**src/shared/fim_consts.svh**
```systemverilog
`ifndef FIM_CONSTS_SVH
`define FIM_CONSTS_SVH
// register byte offsets; index = offset / 4
`define FIM_OFF_CTRL   8'h00
`define FIM_OFF_GROUP  8'h04
`define FIM_OFF_REACT  8'h08
`define FIM_OFF_TOL    8'h0C
`define FIM_OFF_ASSOC0 8'h10
`define FIM_OFF_ASSOC1 8'h14
`define FIM_OFF_DOUT   8'h18
`define FIM_OFF_STAT   8'h1C
`define FIM_OFF_VALUE  8'h20
// writable bits of each stored register
`define FIM_WM_CTRL    32'hFFFF_F000
`define FIM_WM_GROUP   32'h0FFF_FFFF
`define FIM_WM_REACT   32'h0000_0077
`define FIM_WM_TOL     32'hFFFF_FF03
`define FIM_WM_ASSOC0  32'hFFFF_FFFF
`define FIM_WM_ASSOC1  32'h0000_0FFF
`define FIM_WM_DOUT    32'h0000_00FF
// reset values: both groups halt, short tolerance, n = 1, task interval 1 ms
`define FIM_RST_REACT  32'h0000_0000
`define FIM_RST_TOL    32'h0001_0100
// field positions
`define FIM_MON_LSB    12
`define FIM_OGRP_LSB   20
`define FIM_TOLN_LSB   8
`define FIM_IVAL_LSB   16
`define FIM_PAIR_LSB   8
`define FIM_ST_OFF_LSB 20
`define FIM_ST_HALT    24
`define FIM_ST_BUSY    25
// sizes
`define FIM_NIN        20
`define FIM_NOB        16
`define FIM_NOUT       8
`define FIM_NCHK       4
`define FIM_NGRP       2
// timing
`define FIM_CLK_NS     5
`define FIM_MS_NS      1000000
`define FIM_SHORT_MS   1
`define FIM_AVG_MS     5
`define FIM_SETTLE_NS  20000
`endif

```
**src/shared/fim_pkg.sv**
```systemverilog
package fim_pkg;
  typedef enum logic [2:0] {
    FIM_HALT = 3'h0, FIM_PASSIVE = 3'h1, FIM_SUB_ZERO = 3'h2,
    FIM_SUB_ONE = 3'h3, FIM_SUB_OLD = 3'h4
  } fim_react_t;
  typedef enum logic [1:0] {
    FIM_TOL_SHORT = 2'h0, FIM_TOL_MAIN = 2'h1, FIM_TOL_TASK = 2'h2, FIM_TOL_AVG = 2'h3
  } fim_tol_t;
  typedef enum logic [1:0] {
    FIM_LT_IDLE = 2'h0, FIM_LT_DRIVE = 2'h1, FIM_LT_NEXT = 2'h2
  } fim_lt_t;
endpackage

```
**src/hdl/fim_monitor.sv**
```systemverilog
// The AXI4-Lite slave port and the placing of the registers were decided locally.
`timescale 1ns/100ps
`include "fim_consts.svh"
module fim_monitor
  import fim_pkg::*;
#(
  parameter int MS_CYC = `FIM_MS_NS / `FIM_CLK_NS
) (
  input  wire logic        clock,
  input  wire logic        rst_b,
  input  wire logic [7:0]  awaddr,
  input  wire logic        awvalid,
  output logic             awready,
  input  wire logic [31:0] wdata,
  input  wire logic [3:0]  wstrb,
  input  wire logic        wvalid,
  output logic             wready,
  output logic [1:0]       bresp,
  output logic             bvalid,
  input  wire logic        bready,
  input  wire logic [7:0]  araddr,
  input  wire logic        arvalid,
  output logic             arready,
  output logic [31:0]      rdata,
  output logic [1:0]       rresp,
  output logic             rvalid,
  input  wire logic        rready,
  input  wire logic [19:0] din_pin,
  input  wire logic [19:0] twin_din,
  input  wire logic [3:0]  chk_short,
  input  wire logic [1:0]  ext_fault,
  input  wire logic        main_cycle_pulse,
  output logic [3:0]       check_q,
  output logic [7:0]       dout,
  output logic [19:0]      din_value,
  output logic             halted
);
  localparam int NI = `FIM_NIN;
  localparam int NB = `FIM_NOB;
  localparam int NC = `FIM_NCHK;
  localparam int SW = 2 * NI + NC + `FIM_NGRP;
  localparam logic [12:0] SET_CYC = 13'(`FIM_SETTLE_NS / `FIM_CLK_NS);

  logic [SW-1:0] s1, s2, s3, sv, next_sv;
  logic [NI-1:0] own, twin;
  logic [NC-1:0] shrt;
  logic [1:0]    xflt;
  logic [31:0]   cfg [0:6];
  logic [31:0]   next_cfg [0:6];
  logic          next_awready, next_bvalid, next_arready, next_rvalid;
  logic [1:0]    next_bresp, next_rresp;
  logic [31:0]   next_rdata, stat, clr_w;
  logic          wr, rd, go;
  logic [NI-1:0] clr_f, fault, next_fault, set_f, last, next_last, eff;
  logic [NI-1:0] pas_in, or_in, mon;
  logic [7:0]    tcnt [0:NI-1];
  logic [7:0]    next_tcnt [0:NI-1];
  logic [7:0]    lim_v [0:NI-1];
  logic [1:0]    md;
  logic [39:0]   asg;
  logic [31:0]   ms_cnt, next_ms_cnt;
  logic [15:0]   per_cnt, next_per_cnt;
  logic          ms_tick, per_tick;
  fim_react_t    rg [0:1];
  logic [1:0]    gfault;
  logic [7:0]    next_dout, pas_out;
  logic          next_halted;
  fim_lt_t       st, next_st;
  logic [1:0]    lt_k, next_k;
  logic [12:0]   lt_cnt, next_lc;
  logic [NC-1:0] chk_off, next_off, used, next_check_q;
  logic          lt_samp;

  function automatic logic fim_okay(logic [7:0] a);
    return a[1:0] == 2'h0 && a <= `FIM_OFF_VALUE;
  endfunction

  function automatic logic [31:0] fim_merge(logic [31:0] o, logic [31:0] d, logic [3:0] s);
    for (int b = 0; b < 4; b++) o[8*b+:8] = s[b] ? d[8*b+:8] : o[8*b+:8];
    return o;
  endfunction

  function automatic logic [31:0] fim_wmask(logic [2:0] ix);
    case (ix)
      3'h0:    return `FIM_WM_CTRL;
      3'h1:    return `FIM_WM_GROUP;
      3'h2:    return `FIM_WM_REACT;
      3'h3:    return `FIM_WM_TOL;
      3'h4:    return `FIM_WM_ASSOC0;
      3'h5:    return `FIM_WM_ASSOC1;
      3'h6:    return `FIM_WM_DOUT;
      default: return 32'h0000_0000;
    endcase
  endfunction

  // tick that advances a tolerance counter for a mode
  function automatic logic fim_tick(logic [1:0] m, logic msk, logic cyc, logic tsk);
    case (m)
      FIM_TOL_MAIN: return cyc;
      FIM_TOL_TASK: return tsk;
      default:      return msk;
    endcase
  endfunction

  // tolerance limit in ticks for a mode
  function automatic logic [7:0] fim_lim(logic [1:0] m, logic [7:0] n);
    case (m)
      FIM_TOL_SHORT: return 8'(`FIM_SHORT_MS);
      FIM_TOL_AVG:   return 8'(`FIM_AVG_MS);
      default:       return n;
    endcase
  endfunction

  // pins: three stages, a change counts once stages two and three agree
  always_comb begin
    next_sv = (s2 & s3) | (sv & (s2 | s3));
  end
  always_ff @(posedge clock) begin
    if (!rst_b) begin
      s1 <= '0;
      s2 <= '0;
      s3 <= '0;
      sv <= '0;
    end else begin
      s1 <= {ext_fault, chk_short, twin_din, din_pin};
      s2 <= s1;
      s3 <= s2;
      sv <= next_sv;
    end
  end
  assign {xflt, shrt, twin, own} = sv;

  // register bus: write and read handshakes, config storage
  assign wr = awvalid && awready && wvalid && wready;
  assign rd = arvalid && arready;
  assign go = wr && fim_okay(awaddr) && awaddr == `FIM_OFF_CTRL && wstrb[0] && wdata[0];
  // write-one-to-clear mask for the fault flags, per byte lane
  assign clr_w = fim_merge(32'h0, wdata, wstrb);
  assign clr_f = (wr && fim_okay(awaddr) && awaddr == `FIM_OFF_STAT) ? clr_w[NI-1:0] : '0;
  assign stat = {6'h0, st != FIM_LT_IDLE, halted, chk_off, fault};
  always_comb begin
    next_cfg = cfg;
    next_awready = awvalid && wvalid && !awready && !bvalid;
    next_bvalid = bvalid && !bready;
    next_bresp = bresp;
    next_arready = arvalid && !arready && !rvalid;
    next_rvalid = rvalid && !rready;
    next_rresp = rresp;
    next_rdata = rdata;
    if (wr) begin
      next_bvalid = 1'b1;
      next_bresp = fim_okay(awaddr) ? 2'h0 : 2'h2;
      if (fim_okay(awaddr) && awaddr < `FIM_OFF_STAT) begin
        next_cfg[awaddr[4:2]] = fim_merge(cfg[awaddr[4:2]], wdata, wstrb)
                                & fim_wmask(awaddr[4:2]);
      end
    end
    if (rd) begin
      next_rvalid = 1'b1;
      next_rresp = fim_okay(araddr) ? 2'h0 : 2'h2;
      if (!fim_okay(araddr)) next_rdata = 32'h0;
      else if (araddr == `FIM_OFF_STAT) next_rdata = stat;
      else if (araddr == `FIM_OFF_VALUE) next_rdata = {12'h0, din_value};
      else next_rdata = cfg[araddr[4:2]];
    end
  end
  always_ff @(posedge clock) begin
    if (!rst_b) begin
      awready <= 1'b0;
      wready <= 1'b0;
      bvalid <= 1'b0;
      bresp <= 2'h0;
      arready <= 1'b0;
      rvalid <= 1'b0;
      rresp <= 2'h0;
      rdata <= 32'h0;
      for (int j = 0; j < 7; j++) cfg[j] <= 32'h0;
      cfg[2] <= `FIM_RST_REACT;
      cfg[3] <= `FIM_RST_TOL;
    end else begin
      awready <= next_awready;
      wready <= next_awready;
      bvalid <= next_bvalid;
      bresp <= next_bresp;
      arready <= next_arready;
      rvalid <= next_rvalid;
      rresp <= next_rresp;
      rdata <= next_rdata;
      cfg <= next_cfg;
    end
  end

  // discrepancy analysis, fault flags and group reactions
  assign mon = cfg[0][`FIM_MON_LSB+:NI];
  assign asg = {cfg[5][7:0], cfg[4]};
  assign rg[0] = fim_react_t'(cfg[2][2:0]);
  assign rg[1] = fim_react_t'(cfg[2][6:4]);
  assign ms_tick = ms_cnt == 32'(MS_CYC - 1);
  assign per_tick = ms_tick && per_cnt == cfg[3][`FIM_IVAL_LSB+:16] - 16'h1;
  always_comb begin
    next_ms_cnt = ms_tick ? 32'h0 : ms_cnt + 32'h1;
    next_per_cnt = per_cnt;
    if (per_tick) next_per_cnt = 16'h0;
    else if (ms_tick) next_per_cnt = per_cnt + 16'h1;
    md = 2'h0;
    set_f = '0;
    next_last = last;
    pas_in = '0;
    or_in = '0;
    for (int g = 0; g < 2; g++) begin
      gfault[g] = |(fault & (g[0] ? cfg[1][NI-1:0] : ~cfg[1][NI-1:0])) | xflt[g];
    end
    for (int i = 0; i < NI; i++) begin
      next_tcnt[i] = tcnt[i];
      md = (i >= NB) ? FIM_TOL_SHORT : cfg[3][1:0];
      lim_v[i] = fim_lim(md, cfg[3][`FIM_TOLN_LSB+:8]);
      if (own[i] == twin[i]) begin
        next_tcnt[i] = 8'h0;
        if (!fault[i]) next_last[i] = own[i];
      end else if (fim_tick(md, ms_tick, main_cycle_pulse, per_tick) && tcnt[i] != 8'hFF) begin
        next_tcnt[i] = tcnt[i] + 8'h1;
      end
      if (tcnt[i] > lim_v[i]) set_f[i] = 1'b1;
      if (lt_samp && mon[i]) begin
        set_f[i] = set_f[i] | ((asg[2*i+:2] == lt_k) ? own[i] : !own[i]);
      end
      pas_in[i] = gfault[cfg[1][i]] && rg[cfg[1][i]] == FIM_PASSIVE;
      or_in[i] = fault[i] && !pas_in[i] && !halted && rg[cfg[1][i]] == FIM_SUB_ONE;
      if (halted || pas_in[i]) eff[i] = 1'b0;
      else if (!fault[i]) eff[i] = own[i];
      else if (rg[cfg[1][i]] == FIM_SUB_ONE) eff[i] = 1'b1;
      else if (rg[cfg[1][i]] == FIM_SUB_OLD) eff[i] = last[i];
      else eff[i] = 1'b0;
    end
    next_fault = (fault & ~clr_f) | set_f;
    // halt is settled first, the output gating below reads it
    next_halted = halted | (gfault[0] && rg[0] == FIM_HALT) | (gfault[1] && rg[1] == FIM_HALT);
    for (int j = 0; j < 8; j++) begin
      pas_out[j] = gfault[cfg[1][`FIM_OGRP_LSB+j]] && rg[cfg[1][`FIM_OGRP_LSB+j]] == FIM_PASSIVE;
      next_dout[j] = cfg[6][j] && !next_halted && !pas_out[j];
    end
  end
  always_ff @(posedge clock) begin
    if (!rst_b) begin
      ms_cnt <= 32'h0;
      per_cnt <= 16'h0;
      fault <= '0;
      last <= '0;
      halted <= 1'b0;
      dout <= 8'h0;
      din_value <= '0;
      for (int i = 0; i < NI; i++) tcnt[i] <= 8'h0;
    end else begin
      ms_cnt <= next_ms_cnt;
      per_cnt <= next_per_cnt;
      fault <= next_fault;
      last <= next_last;
      halted <= next_halted;
      dout <= next_dout;
      din_value <= eff;
      tcnt <= next_tcnt;
    end
  end

  // line test sequencer and check output control
  always_comb begin
    next_st = st;
    next_k = lt_k;
    next_lc = lt_cnt;
    lt_samp = 1'b0;
    next_off = chk_off;
    for (int c = 0; c < NC; c++) begin
      used[c] = cfg[5][`FIM_PAIR_LSB+c];
      for (int i = 0; i < NI; i++) used[c] = used[c] | (mon[i] && asg[2*i+:2] == c);
      if (check_q[c] && shrt[c]) next_off[c] = 1'b1;
    end
    case (st)
      FIM_LT_IDLE: begin
        if (go) begin
          next_st = FIM_LT_DRIVE;
          next_k = 2'h0;
          next_lc = 13'h0;
          next_off = next_off & shrt;
        end
      end
      FIM_LT_DRIVE: begin
        next_lc = lt_cnt + 13'h1;
        if (lt_cnt == SET_CYC - 13'h1) lt_samp = used[lt_k] && !chk_off[lt_k];
        if (lt_cnt == 13'(2 * SET_CYC - 1)) next_st = FIM_LT_NEXT;
      end
      FIM_LT_NEXT: begin
        next_lc = 13'h0;
        next_k = lt_k + 2'h1;
        next_st = (lt_k == 2'(NC - 1)) ? FIM_LT_IDLE : FIM_LT_DRIVE;
      end
      default: next_st = FIM_LT_IDLE;
    endcase
    for (int c = 0; c < NC; c++) begin
      next_check_q[c] = !next_off[c] && !(next_st == FIM_LT_DRIVE && next_k == c &&
                        next_lc < SET_CYC && used[c]);
    end
  end
  always_ff @(posedge clock) begin
    if (!rst_b) begin
      st <= FIM_LT_IDLE;
      lt_k <= 2'h0;
      lt_cnt <= 13'h0;
      chk_off <= '0;
      check_q <= 4'h0;
    end else begin
      st <= next_st;
      lt_k <= next_k;
      lt_cnt <= next_lc;
      chk_off <= next_off;
      check_q <= next_check_q;
    end
  end
endmodule // fim_monitor

```
**config.mk**
```make
export PLATFORM = sky130hd
export DESIGN_NAME = fim_monitor
export DESIGN_NICKNAME = d
export VERILOG_FILES = /design/src/shared/fim_pkg.sv /design/src/hdl/fim_monitor.sv
export VERILOG_INCLUDE_DIRS = /design/src /design/src/shared
export SDC_FILE = /design/constraint.sdc
export NUM_CORES = 2
export LEC_CHECK = 0
export ABC_AREA = 1
export ABC_CLOCK_PERIOD_IN_PS = 4700
export BUFFER_PORTS_ARGS = -buffer_cell sky130_fd_sc_hd__buf_2
export CORE_ASPECT_RATIO = 0.8
export CORE_MARGIN = 2
export CORE_UTILIZATION = 43
export DETAILED_ROUTE_END_ITERATION = 6
export PLACE_DENSITY_LB_ADDON = 0.25
export SETUP_SLACK_MARGIN = 0.15
export SYNTH_ARGS = -nofsm -noshare
export SYNTH_HDL_FRONTEND = slang
export SYNTH_SLANG_ARGS = --single-unit
```
**constraint.sdc**
```tcl
create_clock -name clock -period 4.7 [get_ports clock]
set_input_delay 0.705 -clock clock [delete_from_list [all_inputs] [get_ports clock]]
set_output_delay 0.705 -clock clock [all_outputs]
set_load 0.02 [all_outputs]
```
=== Word-level counts from Yosys, hierarchy flattened ===
Index checks and enable logic that the tools add are counted.
Widths: inputs -> output; s select.

* Logic and storage cells: 1271
* Bits of input ports: 106
* Output and inout port bits: 74
* Register bits: 750

* Magnitude comparators: 84
* Bitwise gates (word level): 167
* Add/sub/neg operators: 25
* Muxes and demuxes: 329
* Reduce and logical (&&, ||, !) cells: 367
* Equal/unequal tests: 211

{| class="wikitable"
|+ Operators with widths
! cell !! number
|-
| $mux 32 || 10
|-
| $mux 3 || 84
|-
| $bwmux 224 || 1
|-
| $pmux 32 s7 || 1
|-
| $logic_and 1x1->1 || 208
|-
| $mux 1 || 207
|-
| $bmux 32 s3 || 2
|-
| $add 8x1->8 const B || 20
|-
| $ne 8x8->1 const B || 20
|-
| $gt 8x8->1 || 16
|-
| $or 1x1->1 || 104
|-
| $demux 32 s3 || 1
|-
| $and 46x46->46 || 2
|-
| $eq 2x2->1 const B || 46
|-
| $or 46x46->46 || 2
|-
| $eq 3x1->1 const B || 29
|-
| $reduce_or 2->1 || 42
|-
| $eq 3x3->1 const B || 23
|-
| $eq 3x2->1 const B || 22
|-
| $and 20x20->20 || 3
|-
| $ge 2x2->1 const B || 28
|-
| $lt 1x2->1 const B || 28
|-
| $not 1->2 || 28
|-
| $logic_not 2->1 || 25
|-
| other kinds (45) || 231
|}

=== Longest topological paths before layout ===
* Depth in word-level cells: 30
* Mapped depth: 20
* Depth with buffers taken out: 18

=== Worst setup path before layout ===
No wires, ideal clock.

* Path type: reg2reg
* Start: reg cfg[96] in the netlist's numbering
* End: reg fault[6]
* Setup slack: 1693 ps
* Path buffers: 0
* Data arrival time: 2874 ps
* Cell stages (with the launch flop): 12
* Data required time: 4568 ps
* Period minus slack after synthesis: 3007 ps
* Path through: dfxtp_1 inv_1 ha_1 inv_1 o21ai_0 ha_1 nand2_1 nor2_1 a211oi_1 o221a_2 o21a_1 a21oi_1

* Word-level cells in the longest chain between the ends: 7
* Elaborated cells on any way between the ends: 8
* Classes of those cells: order compare: 1; eq/ne: 1; mux: 3; bitwise: 2; reduce/logical: 1

{| class="wikitable"
|+ Ends and longest elaborated chain
! what !! RTL line !! text
|-
| start, declared || fim_monitor.sv:48 || <nowiki>logic [31:0] cfg [0:6];</nowiki>
|-
| start signal, assigned || fim_monitor.sv:189 || <nowiki>cfg <= next_cfg;</nowiki>
|-
| $eq 2x2->1 / $logic_not 2->1 (equally long branches) || fim_monitor.sv:107 || <nowiki>case (m)</nowiki>
|-
| $pmux 8 s2 * || fim_monitor.sv:107 ||
|-
| $gt 8x8->1 * || fim_monitor.sv:223 || <nowiki>if (tcnt[i] > lim_v[i]) set_f[i] = 1'b1;</nowiki>
|-
| $mux 1 * || fim_monitor.sv:223 ||
|-
| $or 1x1->1 || fim_monitor.sv:225 || <nowiki>set_f[i] = set_f[i] | ((asg[2*i+:2] == lt_k) ? own[i] : !own[i]);</nowiki>
|-
| $mux 1 * || fim_monitor.sv:224 || <nowiki>if (lt_samp && mon[i]) begin</nowiki>
|-
| $or 20x20->20 * || fim_monitor.sv:235 || <nowiki>next_fault = (fault & ~clr_f) | set_f;</nowiki>
|-
| end signal, assigned || fim_monitor.sv:256 || <nowiki>fault <= next_fault;</nowiki>
|-
| end, declared || fim_monitor.sv:54 || <nowiki>logic [NI-1:0] clr_f, fault, next_fault, set_f, last, next_last, eff;</nowiki>
|}

Every way passes the cells marked *; elsewhere a longest branch is shown, timed or not.
A chain may end at the register's enable or synchronous reset.

=== Final worst setup path ===
* Start: reg cfg[96] in the netlist's numbering
* End: reg fault[10]

Same word-level chain as after synthesis.

==> out/metrics.yaml <==
status: "finished clean"
syn_inst: 5524
dp_slack_ns: 1.09
die_w_um: 342
clockBufferDepth: 3
clock_latency_ns: 0.67
drive_gt1_frac: 0.0825
io_pins: 180
startpoint: "cfg[96]$_SDFFE_PN0P_"
synthArstFlopShare: 0
cp-start-kind: "flop"
yosys_register_bits: 748
htree_levels: 3
drtIter0Drc: 5498
grt_pass1_vias: 35900
grt_max_degree: 136
rows: 99
finalWirelength_mm: 153
fin_area_um2: 44200
syn-mean-instance-area_um2: 7.11
post-route-min-period_ns: 3.63
synth_area_um2: 39300
drv_slew: 0
route.detailed.drc: 0
cts_tree: "done"
synthFlopType: "dfxtp_1"
hpwl_mm: 112
power_density_nw_per_um2: 315
fill_cells: 9133
num_vias: 40100
crit_required_ns: 5.22
crit_chain: "inv_1 > ha_1 > inv_1 > nand2_1 > ha_1 > nand2_1 > nor2_1 > nand3_1 > o21ai_0 > o21a_1 > a21oi_1"
tns_ns: 0
core_um2: 90800
yosys-top-cells-count: "1,069 x nand2_1, 748 x dfxtp_1, 644 x a21oi_1"
initial_core_util: 0.432
drt_pass1_iterations: 7
arrival_ns: 4.15
critPathMaxFanout: 15
min_from: "chk_short[1]"
critPathBufInv: 2
path_clk_slew_ns: 0.06
critPathMaxStageDelay_ns: 0.69
post_cts_buffers: 0
synth_edf_count: 0
critical_path_class: "flop to flop"
post-route-period-util: 0.773
yosysTopAreaCellShare: 0.381
rr_startpoint: "cfg[96]$_SDFFE_PN0P_"
antenna_found_initial: 9
antenna_left: 0
io_buffers: 177
cts_hold_buf: 0
p_leak_nw: 18.2
yosysTopAreaCell: "dfxtp_1"
total_power_mw: 13.9
yosysMostFrequentCell: "nand2_1"
holdCritPathClass: "input port to flop"
setup_viol: 0
finalWeightedCongestion: 1.09
setup_ws_ns: 1.07
maxCapViolations: 0
critical-path-top-delay-family: "simple AND/OR/NAND/NOR gates"
yosysSeqAreaShare: 0.381
yosys_warnings: 0
post_cts_resized: 0
whs_ns: 0.230
cp_slowest_cell: "nand2_1"
place_area_um2: 41300
peakVddDrop_v: 0.000239
die_h_um: 274
crit_path_end_kind: "flop"
rsz0062_at_grt: "no"
wl_per_cell_um: 22.2
worst_pin_slew_ns: 1.16
cts_sinks: 748
grt.overflow.total: 0
synth.top_cells.by_area: "dfxtp_1 38%, nand2_1 10%, a21oi_1 8.2%"
cts_root_buffer: "clkbuf_16"
die_area_um2: 93800
grt_pass1_wl_mm: 227
relSlewSlack: 0.224
max_clock_freq_mhz: 275
fin_worst_skew_ns: 0.0375
numCtsBuffers: 82
hold_viol: 0
track_usage: 0.318
area_delta_synth_final_pct: 12.5
viasPerCell: 5.83
nets: 5883
synth_cell_type_count: 58
[cells by family after synthesis]
logic type / count (synthesis) / synth area share
XOR/XNOR: 138 / 0.0308
flip-flops: 748 / 0.381
adder cells (fa/ha/maj): 168 / 0.0535
AND/OR/NAND/NOR: 2155 / 0.242
buffers and inverters: 896 / 0.0890
multiplexers: 8 / 0.00204
other: 1 / 0.0000955
AO/OA/AOI/OAI: 1410 / 0.202
[final timing paths]
path / to / slack [ns] / depth (start not counted)
setup / recovery: fault[10]$_SDFF_PN0_ / 1.07 / 11
hold / removal: s1[41]$_SDFF_PN0_ / 0.23 / 3
setup reg to reg: fault[10]$_SDFF_PN0_ / 1.07 / 11
hold reg to reg: s2[24]$_SDFF_PN0_ / 0.40 / 2
[worst register-to-register path, delay by kind of cell (launching register included)]
family | cells | cell delay, ns
buf+inv | 2 | 0.34
compound gates | 3 | 0.64
simple gates | 4 | 0.99
fa+ha+maj | 2 | 0.98
flops | 1 | 0.54
[layout make-up]
cell class                 instances  area, um^2  share of cell area
timing repair buffer             262        1610              0.0364
multi-input combinational       3881       20800               0.472
sequential                       748       15000               0.339
tap                             1212        1520              0.0343
clock buffer                     117        2400              0.0545
antenna                            3        7.51            0.000170
inverter                         634        2380              0.0540
clock inverter                    30         418             0.00946
[state kept, by name, summed over array words and instances, names as in the netlist, 2 cells and up]
name,cells
asg,40
s3,46
fault,20
per_cnt,16
dout,8
lt_k,2
ms_cnt,32
check_q,4
tcnt,160
s2,46
lt_cnt,13
sv,46
last,20
rdata,32
cfg,184
st,2
s1,46
chk_off,4
din_value,20
[per-layer routing]
metal | wire, um | track usage | vias up
met5 | 149 | 0.00559 | -
met4 | 6140 | 0.115 | 14
met3 | 20800 | 0.109 | 353
met2 | 56600 | 0.418 | 2285
met1 | 69400 | 0.467 | 18500
li1 | - | - | 19000
[per-stage QoR]
step                      utilization  cells
after floorplan                     -   5525
after global placement          0.455   6737
after detailed placement        0.455   6737
after CTS                       0.486   6884
after global routing            0.486   6885
final                           0.486   6887
[cell usage in the layout (no fill, tap or decap), types with 20 or more instances in the layout]
cell / instances
clkbuf_8: 20
inv_1: 618
o21ai_0: 451
o2111ai_1: 25
or2_2: 31
clkbuf_16: 83
o211ai_1: 50
a21oi_1: 643
nor2_1: 365
dfxtp_1: 747
buf_4: 79
nand2_1: 1066
nor3b_1: 22
xor2_1: 98
nor3_1: 140
a221oi_1: 29
buf_2: 176
xnor2_1: 40
o31ai_1: 21
nor4_1: 25
nand4_1: 217
ha_1: 168
nand3_1: 258
o221ai_1: 35
o22ai_1: 42
a211oi_1: 38
[power by group]
part,switching (mW),internal [mW]
clock,2.84,4.01
sequential,0.0294,6.39
combinational,0.489,0.162
total,3.36,10.6
Power figures use the tool's default switching activity.
